==> src/hw/ea_calc_map.svh <==
// Encodings and constants for the effective address datapath
`ifndef EA_CALC_MAP_SVH
`define EA_CALC_MAP_SVH
`define EA_WIDTH        32
`define EA_ZERO         32'h0000_0000
`define EA_LONG_MASK    32'hFFFF_FFFC
`define EA_SHIFT_BYTE   2'h0
`define EA_SHIFT_WORD   2'h1
`define EA_SHIFT_LONG   2'h2
`define EA_SHIFT_TRAP   2'h2
`define EA_SHIFT_BRANCH 2'h1
`define EA_FIELD_DISP4  4'h4
`define EA_FIELD_DISP8  4'h8
`define EA_FIELD_DISP12 4'hC
`define EA_DISP4_MSB    3
`define EA_DISP8_MSB    7
`define EA_DISP12_MSB   11
`endif

==> src/hw/ea_calc_pkg.sv <==
// Types shared by the effective address datapath
package ea_calc_pkg;
    // Addressing modes and immediate kinds selected by the decoder
    typedef enum logic [3:0] {
        MODE_INDEXED_GBR,
        MODE_REG_DISP4,
        MODE_GBR_DISP8,
        MODE_PC_DISP8,
        MODE_BRANCH_DISP8,
        MODE_BRANCH_DISP12,
        MODE_PC_REG,
        MODE_IMM_ZERO,
        MODE_IMM_SIGN,
        MODE_IMM_TRAP
    } ea_mode_type;

    typedef enum logic [1:0] {
        SIZE_BYTE,
        SIZE_WORD,
        SIZE_LONG
    } op_size_type;

    // One request from the decoder and register file
    typedef struct packed {
        logic        valid;
        ea_mode_type mode;
        op_size_type size;
        logic [11:0] disp;
        logic [31:0] global_base_reg;
        logic [31:0] index_register_zero;
        logic [31:0] selected_general_register;
        logic [31:0] pc;
    } ea_req_type;

    // One result towards load/store and branch logic
    typedef struct packed {
        logic        valid;
        logic [31:0] value;
    } ea_res_type;

    typedef struct packed {
        ea_res_type res;
    } ea_state_type;
endpackage

==> src/hw/disp_extend.sv <==
// Extends and scales a displacement or immediate field
`timescale 1ns/1ps
`include "ea_calc_map.svh"
module disp_extend
    import ea_calc_pkg::*;
(
    input  wire logic [11:0] disp_in,   // Raw field
    input  wire logic [3:0]  width_in,  // Field width: 4, 8 or 12
    input  wire logic        sign_in,   // Sign-extend when high
    input  wire logic [1:0]  shift_in,  // Scale as left shift
    output logic      [31:0] value_out  // Extended, scaled value
);
    logic [31:0] ext;

    // Mask to field width, then optionally replicate the top bit
    always_comb begin
        ext = `EA_ZERO;
        unique case (width_in)
            `EA_FIELD_DISP4: begin
                ext = {{(`EA_WIDTH - `EA_DISP4_MSB - 1){sign_in & disp_in[`EA_DISP4_MSB]}},
                       disp_in[`EA_DISP4_MSB:0]};
            end
            `EA_FIELD_DISP8: begin
                ext = {{(`EA_WIDTH - `EA_DISP8_MSB - 1){sign_in & disp_in[`EA_DISP8_MSB]}},
                       disp_in[`EA_DISP8_MSB:0]};
            end
            default: begin
                ext = {{(`EA_WIDTH - `EA_DISP12_MSB - 1){sign_in & disp_in[`EA_DISP12_MSB]}},
                       disp_in[`EA_DISP12_MSB:0]};
            end
        endcase
        value_out = ext << shift_in;
    end
endmodule

==> src/hw/ea_adder.sv <==
// Wrapping 32-bit address adder
`timescale 1ns/1ps
module ea_adder
    import ea_calc_pkg::*;
(
    input  wire logic [31:0] a_in,   // First addend
    input  wire logic [31:0] b_in,   // Second addend
    output logic      [31:0] sum_out // Sum modulo 2^32
);
    logic [32:0] full;

    // Carry out is dropped on purpose, addresses wrap
    always_comb begin
        full    = {1'h0, a_in} + {1'h0, b_in};
        sum_out = full[31:0]; // see RULE12
    end
endmodule

==> src/hw/effective_address_calc.sv <==
// Effective address and immediate forming stage
// Functional notes
// RULE1: Indexed global base: address is global base plus register zero.
// RULE2: Register displacement: zero-extend 4-bit field, scale 1/2/4, add register.
// RULE3: PC data access: zero-extend 8-bit field, scale 2 or 4, add PC.
// RULE4: PC longword access clears PC's two low bits first.
// RULE5: Short branch: sign-extend 8-bit field, double, add PC.
// RULE6: Long branch: sign-extend 12-bit field, double, add PC.
// RULE7: Register PC-relative: PC plus register, no extension or scaling.
// RULE8: Test, AND, OR, XOR immediates are zero-extended 8-bit values.
// RULE9: Move, add, compare-equal immediates are sign-extended 8-bit values.
// RULE10: Trap immediate zero-extended and multiplied by four.
// RULE11: Global base displacement: zero-extend 8-bit, scale 1/2/4, add base.
// RULE12: All additions are 32-bit and wrap, carry discarded.
`timescale 1ns/1ps
`include "ea_calc_map.svh"
module effective_address_calc
    import ea_calc_pkg::*;
(
    input  wire logic       SYS_CLK_IN, // Core clock, 125 MHz
    input  wire logic       RESET_IN,   // Synchronous reset, active high
    input  wire ea_req_type REQ_IN,     // Decoded fields and operands
    output ea_res_type      RES_OUT     // Registered result, one cycle later
);
    ea_state_type state;
    ea_state_type next_state;
    logic [3:0]   ext_width;
    logic         ext_sign;
    logic [1:0]   ext_shift;
    logic [31:0]  ext_value;
    logic [31:0]  add_a;
    logic [31:0]  add_b;
    logic [31:0]  add_sum;
    logic         use_adder;

    // Operand size to scale shift; shared by the two register-base modes
    function automatic logic [1:0] size_shift(input op_size_type size);
        unique case (size)
            SIZE_BYTE: size_shift = `EA_SHIFT_BYTE;
            SIZE_WORD: size_shift = `EA_SHIFT_WORD;
            SIZE_LONG: size_shift = `EA_SHIFT_LONG;
            default:   size_shift = `EA_SHIFT_BYTE;
        endcase
    endfunction

    // Extender field width per mode; lanes that ignore it keep 8 bits
    function automatic logic [3:0] field_width(input ea_mode_type mode);
        unique case (mode)
            MODE_INDEXED_GBR: begin
                field_width = `EA_FIELD_DISP8;
            end
            MODE_REG_DISP4: begin
                field_width = `EA_FIELD_DISP4; // see RULE2
            end
            MODE_GBR_DISP8: begin
                field_width = `EA_FIELD_DISP8; // see RULE11
            end
            MODE_PC_DISP8: begin
                field_width = `EA_FIELD_DISP8; // see RULE3
            end
            MODE_BRANCH_DISP8: begin
                field_width = `EA_FIELD_DISP8; // see RULE5
            end
            MODE_BRANCH_DISP12: begin
                field_width = `EA_FIELD_DISP12; // see RULE6
            end
            MODE_PC_REG: begin
                field_width = `EA_FIELD_DISP8;
            end
            MODE_IMM_ZERO: begin
                field_width = `EA_FIELD_DISP8; // see RULE8
            end
            MODE_IMM_SIGN: begin
                field_width = `EA_FIELD_DISP8; // see RULE9
            end
            MODE_IMM_TRAP: begin
                field_width = `EA_FIELD_DISP8; // see RULE10
            end
            default: begin
                field_width = `EA_FIELD_DISP8;
            end
        endcase
    endfunction

    // Only branches and arithmetic immediates carry a sign
    function automatic logic field_sign(input ea_mode_type mode);
        unique case (mode)
            MODE_INDEXED_GBR: begin
                field_sign = 1'h0;
            end
            MODE_REG_DISP4: begin
                field_sign = 1'h0; // see RULE2
            end
            MODE_GBR_DISP8: begin
                field_sign = 1'h0; // see RULE11
            end
            MODE_PC_DISP8: begin
                field_sign = 1'h0; // see RULE3
            end
            MODE_BRANCH_DISP8: begin
                field_sign = 1'h1; // see RULE5
            end
            MODE_BRANCH_DISP12: begin
                field_sign = 1'h1; // see RULE6
            end
            MODE_PC_REG: begin
                field_sign = 1'h0;
            end
            MODE_IMM_ZERO: begin
                field_sign = 1'h0; // see RULE8
            end
            MODE_IMM_SIGN: begin
                field_sign = 1'h1; // see RULE9
            end
            MODE_IMM_TRAP: begin
                field_sign = 1'h0; // see RULE10
            end
            default: begin
                field_sign = 1'h0;
            end
        endcase
    endfunction

    // Scale as a left shift; byte size on a PC data access acts as word
    function automatic logic [1:0] field_shift(input ea_mode_type mode,
                                               input op_size_type size);
        unique case (mode)
            MODE_INDEXED_GBR: begin
                field_shift = `EA_SHIFT_BYTE;
            end
            MODE_REG_DISP4: begin
                field_shift = size_shift(size); // see RULE2
            end
            MODE_GBR_DISP8: begin
                field_shift = size_shift(size); // see RULE11
            end
            MODE_PC_DISP8: begin
                if (size == SIZE_LONG) begin
                    field_shift = `EA_SHIFT_LONG; // see RULE3
                end else begin
                    field_shift = `EA_SHIFT_WORD; // see RULE3
                end
            end
            MODE_BRANCH_DISP8: begin
                field_shift = `EA_SHIFT_BRANCH; // see RULE5
            end
            MODE_BRANCH_DISP12: begin
                field_shift = `EA_SHIFT_BRANCH; // see RULE6
            end
            MODE_PC_REG: begin
                field_shift = `EA_SHIFT_BYTE;
            end
            MODE_IMM_ZERO: begin
                field_shift = `EA_SHIFT_BYTE; // see RULE8
            end
            MODE_IMM_SIGN: begin
                field_shift = `EA_SHIFT_BYTE; // see RULE9
            end
            MODE_IMM_TRAP: begin
                field_shift = `EA_SHIFT_TRAP; // see RULE10
            end
            default: begin
                field_shift = `EA_SHIFT_BYTE;
            end
        endcase
    endfunction

    // First addend; unknown codes fall back to the PC
    function automatic logic [31:0] base_operand(input ea_req_type req);
        unique case (req.mode)
            MODE_INDEXED_GBR: begin
                base_operand = req.global_base_reg; // see RULE1
            end
            MODE_REG_DISP4: begin
                base_operand = req.selected_general_register; // see RULE2
            end
            MODE_GBR_DISP8: begin
                base_operand = req.global_base_reg; // see RULE11
            end
            MODE_PC_DISP8: begin
                if (req.size == SIZE_LONG) begin
                    base_operand = req.pc & `EA_LONG_MASK; // see RULE4
                end else begin
                    base_operand = req.pc; // see RULE3
                end
            end
            MODE_BRANCH_DISP8: begin
                base_operand = req.pc; // see RULE5
            end
            MODE_BRANCH_DISP12: begin
                base_operand = req.pc; // see RULE6
            end
            MODE_PC_REG: begin
                base_operand = req.pc; // see RULE7
            end
            MODE_IMM_ZERO: begin
                base_operand = req.pc;
            end
            MODE_IMM_SIGN: begin
                base_operand = req.pc;
            end
            MODE_IMM_TRAP: begin
                base_operand = req.pc;
            end
            default: begin
                base_operand = req.pc;
            end
        endcase
    endfunction

    // Second addend: a register for the two register sums, else the field
    function automatic logic [31:0] addend_operand(input ea_req_type  req,
                                                   input logic [31:0] ext);
        unique case (req.mode)
            MODE_INDEXED_GBR: begin
                addend_operand = req.index_register_zero; // see RULE1
            end
            MODE_REG_DISP4: begin
                addend_operand = ext; // see RULE2
            end
            MODE_GBR_DISP8: begin
                addend_operand = ext; // see RULE11
            end
            MODE_PC_DISP8: begin
                addend_operand = ext; // see RULE3
            end
            MODE_BRANCH_DISP8: begin
                addend_operand = ext; // see RULE5
            end
            MODE_BRANCH_DISP12: begin
                addend_operand = ext; // see RULE6
            end
            MODE_PC_REG: begin
                addend_operand = req.selected_general_register; // see RULE7
            end
            MODE_IMM_ZERO: begin
                addend_operand = ext;
            end
            MODE_IMM_SIGN: begin
                addend_operand = ext;
            end
            MODE_IMM_TRAP: begin
                addend_operand = ext;
            end
            default: begin
                addend_operand = ext;
            end
        endcase
    endfunction

    // Immediates bypass the adder and go out as extended
    function automatic logic adder_used(input ea_mode_type mode);
        unique case (mode)
            MODE_INDEXED_GBR:   adder_used = 1'h1;
            MODE_REG_DISP4:     adder_used = 1'h1;
            MODE_GBR_DISP8:     adder_used = 1'h1;
            MODE_PC_DISP8:      adder_used = 1'h1;
            MODE_BRANCH_DISP8:  adder_used = 1'h1;
            MODE_BRANCH_DISP12: adder_used = 1'h1;
            MODE_PC_REG:        adder_used = 1'h1;
            MODE_IMM_ZERO:      adder_used = 1'h0; // see RULE8
            MODE_IMM_SIGN:      adder_used = 1'h0; // see RULE9
            MODE_IMM_TRAP:      adder_used = 1'h0; // see RULE10
            default:            adder_used = 1'h1;
        endcase
    endfunction

    // Extender controls; kept apart from the adder select to avoid a loop
    always_comb begin
        ext_width = field_width(REQ_IN.mode);
        ext_sign  = field_sign(REQ_IN.mode);
        ext_shift = field_shift(REQ_IN.mode, REQ_IN.size);
    end

    // Adder operands and result select
    always_comb begin
        add_a     = base_operand(REQ_IN);
        add_b     = addend_operand(REQ_IN, ext_value);
        use_adder = adder_used(REQ_IN.mode);
    end

    disp_extend u_extend (
        .disp_in  (REQ_IN.disp),
        .width_in (ext_width),
        .sign_in  (ext_sign),
        .shift_in (ext_shift),
        .value_out(ext_value)
    );

    ea_adder u_adder (
        .a_in   (add_a),
        .b_in   (add_b),
        .sum_out(add_sum)
    );

    // Next state: result sampled once per cycle, no stall
    always_comb begin
        next_state           = state;
        next_state.res.valid = REQ_IN.valid;
        next_state.res.value = use_adder ? add_sum : ext_value;
    end

    // Single register stage keeps the output straight from a flop
    always_ff @(posedge SYS_CLK_IN) begin
        if (RESET_IN) begin
            state <= '0;
        end else begin
            state <= next_state;
        end
    end

    assign RES_OUT = state.res;
endmodule
==> config.mk <==
export PLATFORM = sky130hd
export DESIGN_NAME = effective_address_calc
export DESIGN_NICKNAME = d
export VERILOG_FILES = /design/src/hw/ea_calc_pkg.sv /design/src/hw/disp_extend.sv /design/src/hw/ea_adder.sv /design/src/hw/effective_address_calc.sv
export VERILOG_INCLUDE_DIRS = /design/src /design/src/hw
export SDC_FILE = /design/constraint.sdc
export NUM_CORES = 1
export LEC_CHECK = 0
export BUFFER_PORTS_ARGS = -buffer_cell sky130_fd_sc_hd__buf_2
export CAP_MARGIN = 15
export CORE_MARGIN = 1.5
export CORE_UTILIZATION = 53
export DETAILED_ROUTE_END_ITERATION = 8
export HOLD_SLACK_MARGIN = 0.03
export PLACE_DENSITY = 0.83
export SYNTH_ARGS = -nofsm -noshare
export SYNTH_HDL_FRONTEND = slang
export SYNTH_HIERARCHICAL = 1
export SYNTH_SLANG_ARGS = --single-unit
==> constraint.sdc <==
create_clock -name SYS_CLK_IN -period 5.8 [get_ports SYS_CLK_IN]
set_input_delay 0.58 -clock SYS_CLK_IN [delete_from_list [all_inputs] [get_ports SYS_CLK_IN]]
set_output_delay 0.58 -clock SYS_CLK_IN [all_outputs]
set_load 0.01 [all_outputs]
=== Word level (Yosys, flattened, before mapping) ===
Memory sizes are Yosys's and may differ from the RTL's.
Index checks and enable logic that the tools add are counted.

* Flip-flop bits (word level): 33
* Memory bits (read-only): 64
* Bits of input ports: 149
* Output and inout port bits: 33
* Word-level logic and storage cells: 33
* Memories kept: 3

* Add/sub/neg operators: 1
* Equality and inequality tests: 11
* Shift operators: 1
* Multiplexer cells: 8
* Bitwise gates (word level): 3
* Reductions and logical operators: 4

{| class="wikitable"
|+ Memories
! memory !! words !! bits a word !! rd ports !! clocked after memory_dff !! write ports !! line !! text
|-
| (name not given) || 16 || 2 || 1 || 0 || 0 || effective_address_calc.sv:48 || <nowiki>unique case (mode)</nowiki>
|-
| (name not given) || 16 || 1 || 1 || 0 || 0 || effective_address_calc.sv:253 || <nowiki>unique case (mode)</nowiki>
|-
| (name not given) || 16 || 1 || 1 || 0 || 0 || effective_address_calc.sv:87 || <nowiki>unique case (mode)</nowiki>
|}

{| class="wikitable"
|+ Operators with widths
! operator !! number
|-
| 32-bit one-hot mux with 2 select lines || 2
|-
| 32-bit one-hot mux with 3 select lines || 1
|-
| 32-bit adder || 1
|-
| 32-bit two-way mux || 1
|-
| 32-bit by 2-bit << shifter with 32-bit output || 1
|-
| 4-bit by 3-bit == test with 1-bit output (second input constant) || 4
|-
| 4-bit by 2-bit == test with 1-bit output (second input constant) || 2
|-
| 4-bit == test (second input constant) || 2
|-
| 2-bit one-hot mux with 4 select lines || 1
|-
| 2-bit OR reduction || 3
|-
| 4-bit by 1-bit == test with 1-bit output (second input constant) || 1
|-
| 4-bit logical NOT || 1
|-
| 2-bit two-way mux || 2
|-
| 2-bit one-hot mux with 2 select lines || 1
|-
| 1-bit AND || 3
|-
| 2-bit by 1-bit == test with 1-bit output (second input constant) || 1
|-
| 2-bit == test (second input constant) || 1
|}

=== Depth between registers and ports, before layout ===
* Depth in word-level cells: 7
* Gate-level depth with buffers: 24

=== By module ===
The synthesis kept the hierarchy.

{| class="wikitable"
|+ Modules (own cells, without submodules)
! module !! instances !! cells each !! area an instance (µm²) !! sequential area each (µm²)
|-
| effective_address_calc || 1 || 426 || 3,244.4 || 660.6
|-
| ea_adder || 1 || 221 || 1,601.5 || 0.0
|-
| disp_extend || 1 || 86 || 606.8 || 0.0
|}

=== Worst setup path after synthesis ===
OpenSTA, ideal clock, no wires.

* Kind: input to register
* From: input REQ_IN[144] in the netlist's numbering
* To: register state, in the netlist RES_OUT[31]
* Setup time: 72 ps
* Arrival time: 4,525 ps
* Data required time: 5,728 ps
* Setup slack: 1,203 ps
* Stages: 23
* Path through: buf_4 -> nor2_1 -> clkbuf_1 -> nand2_1 -> or4b_1 -> buf_6 -> o22ai_4 -> a31o_2 -> buf_4 -> inv_1 -> o21ai_2 -> ha_1 -> buf_2 -> a21o_1 -> a21o_1 -> a21oi_1 -> o21ai_0 -> a211oi_1 -> o31ai_1 -> a21oi_1 -> xnor2_1 -> nand2b_1 -> mux2i_1

* Cells in the longest elaborated chain, start to end: 7
* Elaborated cells between the ends (all ways): 26
* Classes of those cells: add/sub (1); eq/ne (9); shift (1); mux (5); bitwise (3); reduce/logical (4); memory (3)

{| class="wikitable"
|+ Ends and longest elaborated chain
! item !! line !! text
|-
| start: declaration || effective_address_calc.sv:22 || <nowiki>input wire ea_req_type REQ_IN,</nowiki>
|-
| memory 16 x 2 bit * || - ||
|-
| named net ext_width[3] || effective_address_calc.sv:27 || <nowiki>logic [3:0] ext_width;</nowiki>
|-
| 4-bit == test or 4-bit by 3-bit == test with 1-bit output (tied branches) || disp_extend.sv:18 || <nowiki>unique case (width_in)</nowiki>
|-
| 32-bit one-hot mux with 2 select lines * || disp_extend.sv:18 ||
|-
| 32-bit by 2-bit << shifter with 32-bit output * || disp_extend.sv:32 || <nowiki>value_out = ext << shift_in;</nowiki>
|-
| named net ext_value[15] || effective_address_calc.sv:30 || <nowiki>logic [31:0] ext_value;</nowiki>
|-
| 32-bit one-hot mux with 2 select lines * || effective_address_calc.sv:214 || <nowiki>unique case (req.mode)</nowiki>
|-
| 32-bit adder * || ea_adder.sv:14 || <nowiki>full = {1'h0, a_in} + {1'h0, b_in};</nowiki>
|-
| named net add_sum[31] || effective_address_calc.sv:33 || <nowiki>logic [31:0] add_sum;</nowiki>
|-
| 32-bit two-way mux * || effective_address_calc.sv:300 || <nowiki>next_state.res.value = use_adder ? add_sum : ext_value;</nowiki>
|-
| end signal: assignment || effective_address_calc.sv:308 || <nowiki>state <= next_state;</nowiki>
|-
| end: declaration || effective_address_calc.sv:25 || <nowiki>ea_state_type state;</nowiki>
|}

The timed path passes the listed nets; every way through them passes the cells marked *.
A chain may end at the register's enable or synchronous reset.

=== Worst setup path after layout ===
* From: input REQ_IN[142] in the netlist's numbering
* To: register state, in the netlist RES_OUT[18]

* Cells in the longest elaborated chain, start to end: 7
* Elaborated cells between the ends (all ways): 26
* Classes of those cells: add/sub (1); eq/ne (9); shift (1); mux (5); bitwise (3); reduce/logical (4); memory (3)

{| class="wikitable"
|+ Ends and longest elaborated chain
! item !! line !! text
|-
| memory 16 x 2 bit * || - ||
|-
| named net ext_width[2] || effective_address_calc.sv:27 ||
|-
| 4-bit == test or 4-bit by 3-bit == test with 1-bit output (tied branches) || disp_extend.sv:18 ||
|-
| 32-bit one-hot mux with 2 select lines * || disp_extend.sv:18 ||
|-
| 32-bit by 2-bit << shifter with 32-bit output * || disp_extend.sv:32 ||
|-
| named net ext_value[4] || effective_address_calc.sv:30 ||
|-
| 32-bit one-hot mux with 2 select lines * || effective_address_calc.sv:214 ||
|-
| named net add_b[4] || effective_address_calc.sv:32 || <nowiki>logic [31:0] add_b;</nowiki>
|-
| 32-bit adder * || ea_adder.sv:14 ||
|-
| named net add_sum[18] || effective_address_calc.sv:33 ||
|-
| 32-bit two-way mux * || effective_address_calc.sv:300 ||
|}

Marked as above.

==> out/results.ini <==
[route]
wire_per_inst_um=16.9
drc=0
drt_iter0_markers=605
vias=5979
vias_per_cell=5.98
wirelength_um=16900
ant_nets=0
first_pass_iters=6

[sta]
worst_slew_pin_slew_ps=1080
min_period_over_period=0.868
rsz0062_at_grt=no
slew_violations=0
setup_viol=0
max_freq_mhz=199
hold_violations=0
finalSetupTns_ps=0
slew_headroom=0.277
fin_crit_ps=5040
final.setup.worst_slack_ps=764
holdWs_ps=493

[placement]
dpl.hpwl_um=12500
place_congestion=1.02
portBuffers=181
pre_cts_slack_ps=589
postPlaceCellArea_um2=6230

[cells_and_area]
finalInstanceArea_um2=6320
nFillCells=889
largest_reg_flops=33
layout-drive-gt1-share=0.291
diodes=0
areaGrowthSynthToFinish_pct=15.8
fin_nets=1047

[yosys]
synth_top_area_share=0.121
synth_edf_count=0
synth_warnings=6
synthArstFlopShare=0
syn_area_um2=5450
ys_top_cells_by_area=dfxtp_1 (12%), nand2b_1 (12%), mux2i_1 (8.1%)
synth_cell_types=65
synth_seq_area_share=0.121
synth_ff_type=dfxtp_1
synth-seq-cells=33
post_synth.cell_area_avg_um2=7.44
synthCells=733
yosys.area.top_type=dfxtp_1

[critical_path]
arrival_ps=5260
start_kind=primary input
critPathRequiredTime_ps=6020
critPathCaptureType=register
crit_type=primary input to register
worst-path-max-fanout=22

[cts]
htreeDepth=2
cts_resized=0
ctsHoldBuffers=0
numCtsBuffers=5
clockBufferDepth=2
cts_tree=done
cts_root_buf=clkbuf_8
cts.clk_slew.worst_paths_ps=70
clkSinkCount=33
cts_setup_buffers=0

[pwr]
powerDensity_nw_per_um2=186
ir_drop_v=0.000110
post-layout-total-power_mw=1.17
p_leak_nw=3.01

[grt]
grt_pass1_vias=5470
grt_first_pass_wirelength_um=26700
grt_max_degree=66
grtUsageTotal=0.302
grt_overflow=0
antenna_found_initial=0

[floorplanning]
die_h_um=104
die_w_um=104
start_util=0.553
die_area_um2=10900
num_io_pins=182
coreArea_um2=9860
row_count=36

[run_status]
status=finished clean

[flow_run]
cap_violations=0

[worst_hold_path]
hold_class=primary input to register

## routing by layer
| metal | GRT usage | vias up | wire [um] |
|---|---|---|---|
| met3 | 0.0445 | 42 | 1510 |
| met1 | 0.398 | 2714 | 7230 |
| met2 | 0.494 | 325 | 7600 |
| met5 | 0 | - | 0 |
| li1 | - | 2898 | - |
| met4 | 0.115 | 0 | 520 |
## worst paths after layout
check	cells past startpoint	slack, ps	to	start
setup / recovery	19	760	RES_OUT[18]	REQ_IN[142]
hold / removal	2	490	RES_OUT[32]	REQ_IN[146]
## cell families after synthesis
family	share of synthesized area
compound gates	0.351
xor+xnor	0.0482
fa+ha+maj	0.0748
buf+inv	0.109
flops	0.121
mux	0.0897
other cells	0.000688
simple gates	0.206
## placed cells by master, fill, tap and decap left out, drive strengths merged, types with 7 or more instances in the layout
cell type	instances
o22ai	34
o21ai	58
clkbuf	7
inv	43
dfxtp	33
xor2	10
nand2	25
a21o	14
nor2b	9
nand3	7
a22oi	32
nor2	17
ha	31
buf	193
xnor2	20
nand2b	102
a21oi	75
mux2i	44
o31ai	33
## power by group
group          internal, mW  switching (mW)
combinational         0.305           0.398
clock                0.0943          0.0914
sequential            0.271          0.0114
## Yosys cell counts (24+ instances only)
library cell / n
dfxtp_1: 33
inv_1: 43
a21oi_1: 75
o31ai_1: 32
nand2_1: 25
clkbuf_1: 24
ha_1: 31
o22ai_1: 33
a22oi_1: 32
mux2i_1: 44
nand2b_1: 102
o21ai_2: 31
## stage by stage
stage               instances   util
global route              999  0.640
CTS                       999  0.640
detailed placement        992  0.632
finish                    999  0.640
global placement          992  0.632
floorplan                 738      -
## cell type report
cell class              instances  area, um^2  share of cell area
inverters                      43         161              0.0256
well taps                     133         166              0.0263
clock buffers                   7        86.3              0.0137
flip-flops and latches         33         661               0.105
multi-input cells             590        4250               0.672
repair buffers                193         996               0.158
## worst max-delay path: stages
cell      delay, ps
buf_2           360
nor2b_1         320
and2_1          210
or4b_1          660
a311oi_1        410
mux2i_1         150
inv_1            90
o21ai_2          60
ha_1            360
a21o_1          220
a221oi_2        370
a221o_2         280
o21ai_1          90
a21boi_1        270
o21ai_1         200
a21oi_1         250
xnor2_1         160
nand2b_1         70
mux2i_1         130
Note: power is estimated with default switching activity, not from simulation.
